## src/verilog/fpr_pkg.sv

```systemverilog
// Package for the front-end, buffer pointer and interrupt mask register slice.
// Assumes a byte-wide register port decoded by the device's serial interface.
`default_nettype none
package fpr_pkg;
    localparam logic [6:0] FPR_ADDR_GAIN_CFG  = 7'h0C;
    localparam logic [6:0] FPR_ADDR_HOST_PTR  = 7'h0D;
    localparam logic [6:0] FPR_ADDR_TX_BASE   = 7'h0E;
    localparam logic [6:0] FPR_ADDR_RX_BASE   = 7'h0F;
    localparam logic [6:0] FPR_ADDR_LAST_PKT  = 7'h10;
    localparam logic [6:0] FPR_ADDR_IRQ_MASK  = 7'h11;
    localparam logic [6:0] FPR_ADDR_IRQ_FLAGS = 7'h12;

    localparam logic [2:0] FPR_GAIN_RST       = 3'h1;
    localparam logic [2:0] FPR_GAIN_MAX       = 3'h1;
    localparam logic [2:0] FPR_GAIN_MIN       = 3'h6;
    localparam logic [1:0] FPR_CUR_DEFAULT    = 2'h0;
    localparam logic [1:0] FPR_HF_BOOST       = 2'h3;
    localparam logic [7:0] FPR_HOST_PTR_RST   = 8'h00;
    localparam logic [7:0] FPR_TX_BASE_RST    = 8'h80;
    localparam logic [7:0] FPR_RX_BASE_RST    = 8'h00;
    localparam logic [7:0] FPR_LAST_PKT_RST   = 8'h00;
    localparam logic [7:0] FPR_MASK_RST       = 8'h00;
    localparam logic [7:0] FPR_FLAGS_RST      = 8'h00;
    localparam logic [7:0] FPR_ONE            = 8'h01;

    // Gain configuration byte layout.
    typedef struct packed {
        logic [2:0] front_end_gain_step;
        logic [1:0] low_band_current_adjust;
        logic       reserved_bit;
        logic [1:0] high_band_current_adjust;
    } fpr_gain_cfg_t;

    // Interrupt event / flag / mask bit layout, one bit per source.
    typedef struct packed {
        logic receive_timeout;
        logic reception_complete;
        logic payload_check_error;
        logic good_header;
        logic transmission_complete;
        logic activity_scan_done;
        logic hop_request;
        logic activity_found;
    } fpr_irq_t;

    // Register port request from the serial interface.
    typedef struct packed {
        logic       wr;
        logic       rd;
        logic [6:0] addr;
        logic [7:0] wdata;
    } fpr_req_t;
endpackage : fpr_pkg
`default_nettype wire

```

## src/verilog/fpr_regs.sv

```systemverilog
// Register slice: front-end gain, buffer pointers, packet start and masks.
// Assumes the serial interface presents one-cycle read and write strobes
// and that the modem reports events and packet starts as one-cycle pulses.
`default_nettype none
`timescale 1ns/100ps

// Notes on behaviour
// - Gain field selects steps G1 to G6
// - Gain resets to maximum step, host RW
// - Low-band current resets to default, others reserved
// - High-band current default; code 11 boosts
// - Host pointer RW, resets zero, addresses buffer
// - Transmit base RW, resets to 0x80
// - Receive base RW, resets to zero
// - Last packet start read-only, writes ignored
// - Mask bit 7 suppresses receive timeout
// - Mask bit 6 suppresses reception complete
// - Mask bit 5 suppresses payload check error
// - Mask bit 4 suppresses good header
// - Mask bit 3 suppresses transmission complete
// - Mask bit 2 suppresses activity scan done
// - Mask bit 1 suppresses hop request
// - Mask bit 0 suppresses activity found
// - Flags align with masks; write one clears
module fpr_regs
    import fpr_pkg::*;
(
    input  wire logic          i_clock,
    input  wire logic          i_rst_b,
    input  wire fpr_req_t      i_req,
    input  wire logic          i_buf_access,
    input  wire logic          i_rx_pkt_start,
    input  wire logic [7:0]    i_rx_pkt_addr,
    input  wire fpr_irq_t      i_irq_event,
    output logic [7:0]         o_rdata,
    output logic               o_rdata_valid,
    output logic [2:0]         o_front_end_gain_step,
    output logic               o_high_band_boost,
    output logic [7:0]         o_host_buffer_pointer,
    output logic [7:0]         o_transmit_buffer_base,
    output logic [7:0]         o_receive_buffer_base,
    output fpr_irq_t           o_irq_flags,
    output fpr_irq_t           o_irq_pending,
    output logic               o_irq
);

    fpr_gain_cfg_t gain_q, gain_d;
    logic [7:0]    host_ptr_q, host_ptr_d;
    logic [7:0]    tx_base_q, tx_base_d;
    logic [7:0]    rx_base_q, rx_base_d;
    logic [7:0]    last_pkt_q, last_pkt_d;
    fpr_irq_t      mask_q, mask_d;
    fpr_irq_t      flags_q, flags_d;
    fpr_irq_t      pend_q, pend_d;
    logic          irq_q, irq_d;
    logic [7:0]    rdata_q, rdata_d;
    logic          rvalid_q, rvalid_d;
    logic          boost_q, boost_d;
    logic          wr_gain;
    logic          wr_ptr;
    logic [7:0]    flags_next_bits;
    logic [7:0]    mask_next_bits;
    logic [7:0]    pend_bits;

    assign wr_gain = i_req.wr && (i_req.addr == FPR_ADDR_GAIN_CFG);
    assign wr_ptr  = i_req.wr && (i_req.addr == FPR_ADDR_HOST_PTR);

    // Configuration and pointer registers.
    always_comb begin
        gain_d     = gain_q;
        host_ptr_d = host_ptr_q;
        tx_base_d  = tx_base_q;
        rx_base_d  = rx_base_q;
        last_pkt_d = last_pkt_q;
        mask_d     = mask_q;
        if (wr_gain) begin
            // Unused gain codes are refused so the amplifier only ever
            // sees a valid step; the previous step is kept.
            if (i_req.wdata[7:5] >= FPR_GAIN_MAX &&
                i_req.wdata[7:5] <= FPR_GAIN_MIN) begin
                gain_d.front_end_gain_step = i_req.wdata[7:5];
            end
            gain_d.low_band_current_adjust  = i_req.wdata[4:3];
            gain_d.reserved_bit             = i_req.wdata[2];
            gain_d.high_band_current_adjust = i_req.wdata[1:0];
        end
        // A direct pointer write outranks the advance from a buffer access.
        if (wr_ptr) begin
            host_ptr_d = i_req.wdata;
        end else if (i_buf_access) begin
            host_ptr_d = host_ptr_q + FPR_ONE;
        end
        if (i_req.wr && i_req.addr == FPR_ADDR_TX_BASE) begin
            tx_base_d = i_req.wdata;
        end
        if (i_req.wr && i_req.addr == FPR_ADDR_RX_BASE) begin
            rx_base_d = i_req.wdata;
        end
        if (i_rx_pkt_start) begin
            last_pkt_d = i_rx_pkt_addr;
        end
        if (i_req.wr && i_req.addr == FPR_ADDR_IRQ_MASK) begin
            mask_d = i_req.wdata;
        end
    end

    always_ff @(posedge i_clock or negedge i_rst_b) begin
        if (!i_rst_b) begin
            gain_q     <= '{FPR_GAIN_RST, FPR_CUR_DEFAULT, 1'b0,
                            FPR_CUR_DEFAULT};
            host_ptr_q <= FPR_HOST_PTR_RST;
            tx_base_q  <= FPR_TX_BASE_RST;
            rx_base_q  <= FPR_RX_BASE_RST;
            last_pkt_q <= FPR_LAST_PKT_RST;
            mask_q     <= FPR_MASK_RST;
        end else begin
            gain_q     <= gain_d;
            host_ptr_q <= host_ptr_d;
            tx_base_q  <= tx_base_d;
            rx_base_q  <= rx_base_d;
            last_pkt_q <= last_pkt_d;
            mask_q     <= mask_d;
        end
    end

    // Flags, masking and the interrupt line.
    always_comb begin
        flags_d = flags_q;
        if (i_req.wr && i_req.addr == FPR_ADDR_IRQ_FLAGS) begin
            flags_d = flags_q & ~i_req.wdata;
        end
        // An event in the clearing cycle survives the clear.
        flags_d = flags_d | i_irq_event;
        pend_d = pend_bits;
        irq_d  = |pend_bits;
        boost_d = (gain_d.high_band_current_adjust == FPR_HF_BOOST);
    end

    assign flags_next_bits = flags_d;
    assign mask_next_bits  = mask_d;

    // Each mask bit gates only its own flag, so a masked source can never
    // hide or raise another source's request.
    for (genvar b = 0; b < 8; b++) begin : g_pend
        assign pend_bits[b] = flags_next_bits[b] & ~mask_next_bits[b];
    end

    always_ff @(posedge i_clock or negedge i_rst_b) begin
        if (!i_rst_b) begin
            flags_q <= FPR_FLAGS_RST;
            pend_q  <= FPR_FLAGS_RST;
            irq_q   <= 1'b0;
            boost_q <= 1'b0;
        end else begin
            flags_q <= flags_d;
            pend_q  <= pend_d;
            irq_q   <= irq_d;
            boost_q <= boost_d;
        end
    end

    // Read path: data registered one cycle after the read strobe.
    always_comb begin
        rvalid_d = i_req.rd;
        rdata_d  = 8'h00;
        if (i_req.rd) begin
            case (i_req.addr)
                FPR_ADDR_GAIN_CFG:  rdata_d = gain_q;
                FPR_ADDR_HOST_PTR:  rdata_d = host_ptr_q;
                FPR_ADDR_TX_BASE:   rdata_d = tx_base_q;
                FPR_ADDR_RX_BASE:   rdata_d = rx_base_q;
                FPR_ADDR_LAST_PKT:  rdata_d = last_pkt_q;
                FPR_ADDR_IRQ_MASK:  rdata_d = mask_q;
                FPR_ADDR_IRQ_FLAGS: rdata_d = flags_q;
                default:            rdata_d = 8'h00;
            endcase
        end
    end

    always_ff @(posedge i_clock or negedge i_rst_b) begin
        if (!i_rst_b) begin
            rdata_q  <= 8'h00;
            rvalid_q <= 1'b0;
        end else begin
            rdata_q  <= rdata_d;
            rvalid_q <= rvalid_d;
        end
    end

    assign o_rdata                = rdata_q;
    assign o_rdata_valid          = rvalid_q;
    assign o_front_end_gain_step  = gain_q.front_end_gain_step;
    assign o_high_band_boost      = boost_q;
    assign o_host_buffer_pointer  = host_ptr_q;
    assign o_transmit_buffer_base = tx_base_q;
    assign o_receive_buffer_base  = rx_base_q;
    assign o_irq_flags            = flags_q;
    assign o_irq_pending          = pend_q;
    assign o_irq                  = irq_q;

endmodule // fpr_regs
`default_nettype wire

```

## config.mk

```make
export PLATFORM = sky130hd
export DESIGN_NAME = fpr_regs
export DESIGN_NICKNAME = d
export VERILOG_FILES = /design/src/verilog/fpr_pkg.sv /design/src/verilog/fpr_regs.sv
export SDC_FILE = /design/constraint.sdc
export NUM_CORES = 1
export LEC_CHECK = 0
export ABC_AREA = 1
export BUFFER_PORTS_ARGS = -buffer_cell sky130_fd_sc_hd__buf_2
export CAP_MARGIN = 40
export CORE_MARGIN = 8
export CORE_UTILIZATION = 40
export CTS_CLUSTER_DIAMETER = 100
export DETAILED_ROUTE_END_ITERATION = 7
export PLACE_DENSITY = 0.65
export RECOVER_POWER = 100
export SLEW_MARGIN = 25
export SYNTH_ARGS = -nofsm -noshare
export SYNTH_HDL_FRONTEND = slang
export SYNTH_SLANG_ARGS = --single-unit
```

## constraint.sdc

```tcl
create_clock -name i_clock -period 2 [get_ports i_clock]
set_clock_uncertainty 0.15 [all_clocks]
set_input_delay 0.3 -clock i_clock [delete_from_list [all_inputs] [get_ports i_clock]]
set_output_delay 0.3 -clock i_clock [all_outputs]
set_load 0.02 [all_outputs]
```

==> results_dict.tcl, run 1 <==
set metrics [dict create \
    syn_area_um2 3660 \
    synth.top_cell.area_share_pct 49.9 \
    async_flop_share_pct 100 \
    rsz0062_at_grt "false" \
    drtPass1Iterations 4 \
    finalNetCount 549 \
    synthCells 411 \
    gp_congestion 0.878 \
    coreArea_um2 9060 \
    crit_type "in2reg" \
    cp_max_fo 16 \
    dp_hpwl_mm 7.83 \
    crit_start "i_req[9]" \
    synthDistinctLibCells 36 \
    wire_per_inst_um 16.0 \
    dr_total_vias 3124 \
    grt_usage_pct 16.6 \
    finalSetupViolCount 0 \
    finalCriticalPeriod_ps 1690 \
    relSlewSlack_pct 33.1 \
    max-vdd-ir-drop_mv 0.397 \
    postCtsSetupBuffers 0 \
    synthFlopType "dfrtp_1" \
    fp-row-count 35 \
    synth_nets 449 \
    ys_ff_latch 75 \
    dieWidth_um 112 \
    cts_resized 0 \
    cts_sinks 75 \
    portBuffers 90 \
    grt_pass1_vias 3265 \
    utilization_pct 47.7 \
    grt_start_max_net_pins 76 \
    cap_violations 0 \
    area_growth_syn_to_layout_pct 18.1 \
    crit_path_end_kind "flop" \
    wl_mm 10.0 \
    syn_area_per_cell_um2 8.91 \
    seq_area_frac_synth_pct 51.3 \
    hold_start "i_rx_pkt_addr[4]" \
    ios 91 \
    clk_pin_slew_ps 80 \
    cts_tree "done" \
    worstPathArrival_ps 1830 \
    cts-root-buf "clkbuf_8" \
    power_leakage_nw 2.21 \
    drtIter0Drc 180 \
    synthTopCellsByCount "nand2_1 (91), dfrtp_1 (73), inv_1 (62)" \
    yosys.cell_count.top_type "nand2_1" \
    min_to "last_pkt_q[4]$_DFFE_PN0P_" \
    synth_area_leaders "dfrtp_1 (50%), nand2_1 (9.3%), inv_1 (6.4%), o21ai_0 (4.9%), o21ai_2 (3.3%)" \
    layout-drive-gt1-share_pct 16.7 \
    power_density_nw_per_um2 876 \
    tns_ps 0 \
    die-area_um2 12500 \
    insertion_delay_ps 350 \
    rr_startpoint "o_host_buffer_pointer[0]$_DFFE_PN0P_" \
    yosysTopAreaCell "dfrtp_1" \
    overflow 0 \
    n_antenna_cell 0 \
    slew_viol_final 0 \
    hold_depth 3 \
    min_period_over_period_pct 84.5 \
    min_path_type "in2reg" \
    clock.fmax_ghz 0.592 \
    drc 0 \
    cp-start-kind "input pin" \
    synth_edf_count 0 \
    cts_max_path_buffers 2 \
    reg2regPathDepth 5 \
    htreeDepth 3 \
    finalHoldViolCount 0 \
    antenna_found_initial 0 \
    yosys_warnings 0 \
    ant_nets 0 \
    grt_pass1_wl_mm 16.5 \
    cp.required_ps 2140 \
    viasPerCell 4.98 \
    tightest_slew_ps 1000 \
    die_height_um 112 \
    outcome "completed" \
    initial_utilization_pct 40.4 \
    worstReg2RegEnd "o_host_buffer_pointer[6]$_DFFE_PN0P_" \
    cts-buffers-inserted 9 \
    rrSetupSlack_ps 420 \
    ctsHoldBuffers 4 \
]
[power by group]
group          internal (mW)  switching, mW
clock                  0.764          0.556
combinational          0.210          0.460
sequential              1.66          0.133
total                   2.64           1.15
[flip-flops by register name, indices dropped and copies added, names as in the netlist]
register / count
gain_q: 5
last_pkt_q: 8
mask_q: 8
o_front_end_gain_step: 3
o_high_band_boost: 1
o_host_buffer_pointer: 8
o_irq: 1
o_irq_flags: 8
o_irq_pending: 8
o_rdata: 8
o_rdata_valid: 1
o_receive_buffer_base: 8
o_transmit_buffer_base: 8
[how the worst max path moves through the flow]
stage	to	slack, ps	depth (start not counted)
6_report	o_irq$_DFF_PN0_	310	10
5_1_grt	o_irq$_DFF_PN0_	180	10
4_1_cts	o_host_buffer_pointer[6]$_DFFE_PN0P_	420	5
3_5_place_dp	o_irq$_DFF_PN0_	150	11
3_3_place_gp	o_irq$_DFF_PN0_	210	11
2_1_floorplan	o_host_buffer_pointer[6]$_DFFE_PN0P_	460	5
[routing by layer]
metal  wire [µm]  GRT usage, %  vias up
li1            -             -     1526
met1        4440          20.5     1484
met2        4740          26.5       97
met3         649          5.03       17
met4         207          7.20        0
met5           0             0        -
[cells in the final DEF (no fill, tap or decap), types with 3 or more instances in the layout]
cell	count
o21ai_0	45
dlygate4sd3_1	4
nand3_1	10
xor2_1	4
nand3b_1	6
buf_2	33
nand2_2	9
nor2_1	23
o21ai_2	7
inv_1	64
clkbuf_8	11
o22ai_1	9
clkbuf_1	57
o221ai_1	5
nand2_1	97
buf_4	5
clkinv_2	3
nand4_1	9
nor2_4	4
dfrtp_1	73
a21oi_1	17
[through the flow]
stage          total power [mW]  cell area (µm²)  std cells  hold WS, ps  setup WS [ps]
5_1_grt                    3.97             4320        627         16.9            176
4_1_cts                    3.87             4490        627         1.32            423
3_5_place_dp               2.54             4220        607          215            146
6_report                   3.79             4320        627         11.3            311
2_1_floorplan              2.23             3660        411         -146            462
3_3_place_gp               2.52             4220        607          213            206
[final cells by class]
| type | count | area (µm²) |
|---|---|---|
| clock inverter | 5 | 75.1 |
| timing repair buffer | 100 | 464 |
| clock buffer | 11 | 151 |
| multi-input combinational | 259 | 1370 |
| sequential | 75 | 1880 |
| tap | 111 | 139 |
| inverter | 66 | 248 |
| fill | 948 | 4740 |
[logic make-up (layout without fill, tap and decap cells)]
| logic type | after synthesis | after routing | share of synthesized area [%] |
|---|---|---|---|
| xor+xnor | 5 | 5 | 1.20 |
| simple gates | 167 | 167 | 23.7 |
| flops | 75 | 75 | 51.3 |
| buf+inv | 77 | 182 | 9.12 |
| fa+ha+maj | 1 | 1 | 0.342 |
| compound gates | 86 | 86 | 14.3 |
[worst max-delay path, stage by stage]
cell      delay, ps
clkbuf_1        120
inv_1           150
nand2_1         130
nor2_1          250
nand3_4         240
o21ai_0         360
nand2_1         120
nand2_1          70
nor2_1           40
nand2_1          70
(Power assumes the default switching activity.)
==> run 2: changes to the inputs <==
PLACE_DENSITY = 0.67   (was 0.65)
clock period = 1.4 ns   (was 2 ns; I/O delays follow)
==> results_dict.tcl, run 2 (synthesis gave the netlist of run 1 again) <==
set metrics [dict create \
    grt_pass1_wl_mm 17.0 \
    drc 0 \
    min_period_over_period_pct 99.7 \
    power_mw 5.86 \
    power_leakage_nw 2.63 \
    cp-start-kind "flop" \
    whs_ps 6.34 \
    cap_violations 0 \
    gp_congestion 0.851 \
    wire_per_inst_um 15.5 \
    pre_cts_ws_ps -273 \
    rsz0062_at_grt "true" \
    cts-buffers-inserted 9 \
    crit_type "reg2out" \
    clk_pin_slew_ps 80 \
    clock.fmax_ghz 0.716 \
    viasPerCell 4.91 \
    antenna_found_initial 1 \
    tightest_slew_ps 645 \
    grt_start_max_net_pins 26 \
    cts_sinks 75 \
    slowest_delay_ps 440 \
    min_path_type "in2reg" \
    dieWidth_um 112 \
    gr-usage-met1_pct 20.2 \
    layout-drive-gt1-share_pct 35.1 \
    die_height_um 112 \
    switchingPower_mw 1.75 \
    layout_common_cells "nand2_1 (88), dfrtp_1 (69), buf_2 (66)" \
    cts_max_path_buffers 2 \
    htreeDepth 3 \
    swShare_pct 29.9 \
    grt_usage_pct 17.0 \
    die-area_um2 12500 \
    ios 91 \
    dp_hpwl_mm 8.03 \
    finalCriticalPeriod_ps 1400 \
    initial_utilization_pct 40.4 \
    wl_mm 10.6 \
    cts_tree "done" \
    crit_path_end_kind "output port" \
    finalNetCount 606 \
    crit_top_cell "buf_6" \
    finalHoldViolCount 0 \
    crit_chain "buf_6, buf_6" \
    cts-root-buf "clkbuf_8" \
    outcome "completed" \
    crit_slowest_cell "dfrtp_2" \
    worst_slack_ps 4.13 \
    fp-row-count 35 \
    max-vdd-ir-drop_mv 0.775 \
    path_buf_inv 2 \
    ant_nets 0 \
    utilization_pct 55.6 \
    cp.required_ps 1040 \
    finalSetupViolCount 0 \
    area_growth_syn_to_layout_pct 37.5 \
    slew_viol_final 0 \
    clkPwrFrac_pct 33.9 \
    insertion_delay_ps 360 \
    critical-path-top-delay-family "flip-flops" \
    power_density_nw_per_um2 1160 \
    fin_cells 684 \
    coreArea_um2 9060 \
    final_common_cell "nand2_1" \
    top_usage_layer "met2" \
    use_met2_pct 28.7 \
    relSlewSlack_pct 57.0 \
    grt_pass1_vias 3413 \
    p_seq_share_pct 43.8 \
    intPower_mw 4.11 \
    dr_total_vias 3360 \
    grtUsageMet3_pct 4.49 \
    portBuffers 90 \
    cp_max_fo 3 \
    drtPass1Iterations 4 \
    combPwrFrac_pct 22.3 \
    dp.cells 640 \
    overflow 0 \
    worstPathArrival_ps 1040 \
    drtIter0Drc 176 \
]
## run 2: changes by cell type in the layout (fill, tap and decap cells not counted), moves of 7 or more
| cell | change |
|---|---|
| buf_2 | +33 |
| buf_4 | +31 |
| buf_6 | +8 |
| clkbuf_1 | -39 |
| dlygate4sd3_1 | +16 |
| nand2_1 | -9 |
| nand2_2 | +7 |
| o21ai_0 | -8 |
## run 2: cell type report
cell class              instances  area, µm²
diodes                          1       2.50
clock buffers                  10        128
clock inverters                 5        103
fillers                       819       4030
inverters                      66        248
multi-input cells             260       1500
flip-flops and latches         75       1880
well taps                     111        139
repair buffers                156       1030
## run 2: worst paths after layout
check | from | to | slack [ps] | cells past startpoint
max | o_host_buffer_pointer[1]$_DFFE_PN0P_ | o_host_buffer_pointer[1] | 4 | 2
min | i_req[2] | mask_q[2]$_DFF_PN0_ | 6 | 3
max reg2reg | o_host_buffer_pointer[1]$_DFFE_PN0P_ | o_host_buffer_pointer[6]$_DFFE_PN0P_ | 30 | 5
min reg2reg | gain_q[3]$_DFFE_PN0N_ | gain_q[3]$_DFFE_PN0N_ | 350 | 2
max in group asynchronous | i_rst_b | o_front_end_gain_step[0]$_DFFE_PN1P_ | 110 | 3
min in group asynchronous | i_rst_b | o_rdata[1]$_DFF_PN0_ | 260 | 2
## run 2: stage by stage
stage	TNS [ps]	cell area [µm²]
global route	-474	5040
finish	0	5040
global placement	-6240	4550
detailed placement	-7410	4550
CTS	-18.1	5020
floorplan	0	3700
## run 2: repair_timing
| item | CTS | global route |
|---|---|---|
| gates resized for setup | 10 | 14 |
| endpoints found under the setup margin | 5 | 12 |
| hold buffers | 20 | 0 |
| pin swaps | 1 | 8 |
| cloned | 0 | 1 |
| buffers inserted | 2 | 5 |
| endpoints found under the hold margin | 92 | 0 |
## run 2: worst min-delay path, cell delays in order
cell,delay (ps)
buf_2,120
o21ai_2,80
inv_1,60
## run 2: power groups by stage
stage,clock (mW),sequential [mW],combinational [mW]
after global routing,2.12,2.59,1.43
after global placement,0,2.60,1.14
after floorplan,0,2.77,0.455
after CTS,2.02,2.57,1.28
after detailed placement,0,2.61,1.16
final,1.99,2.57,1.31
## run 2: per-layer routing
metal,vias up,part of all wire [%]
met1,1579,42
met2,119,49
met4,0,1.9
met5,-,0
met3,20,7.1
li1,1642,-
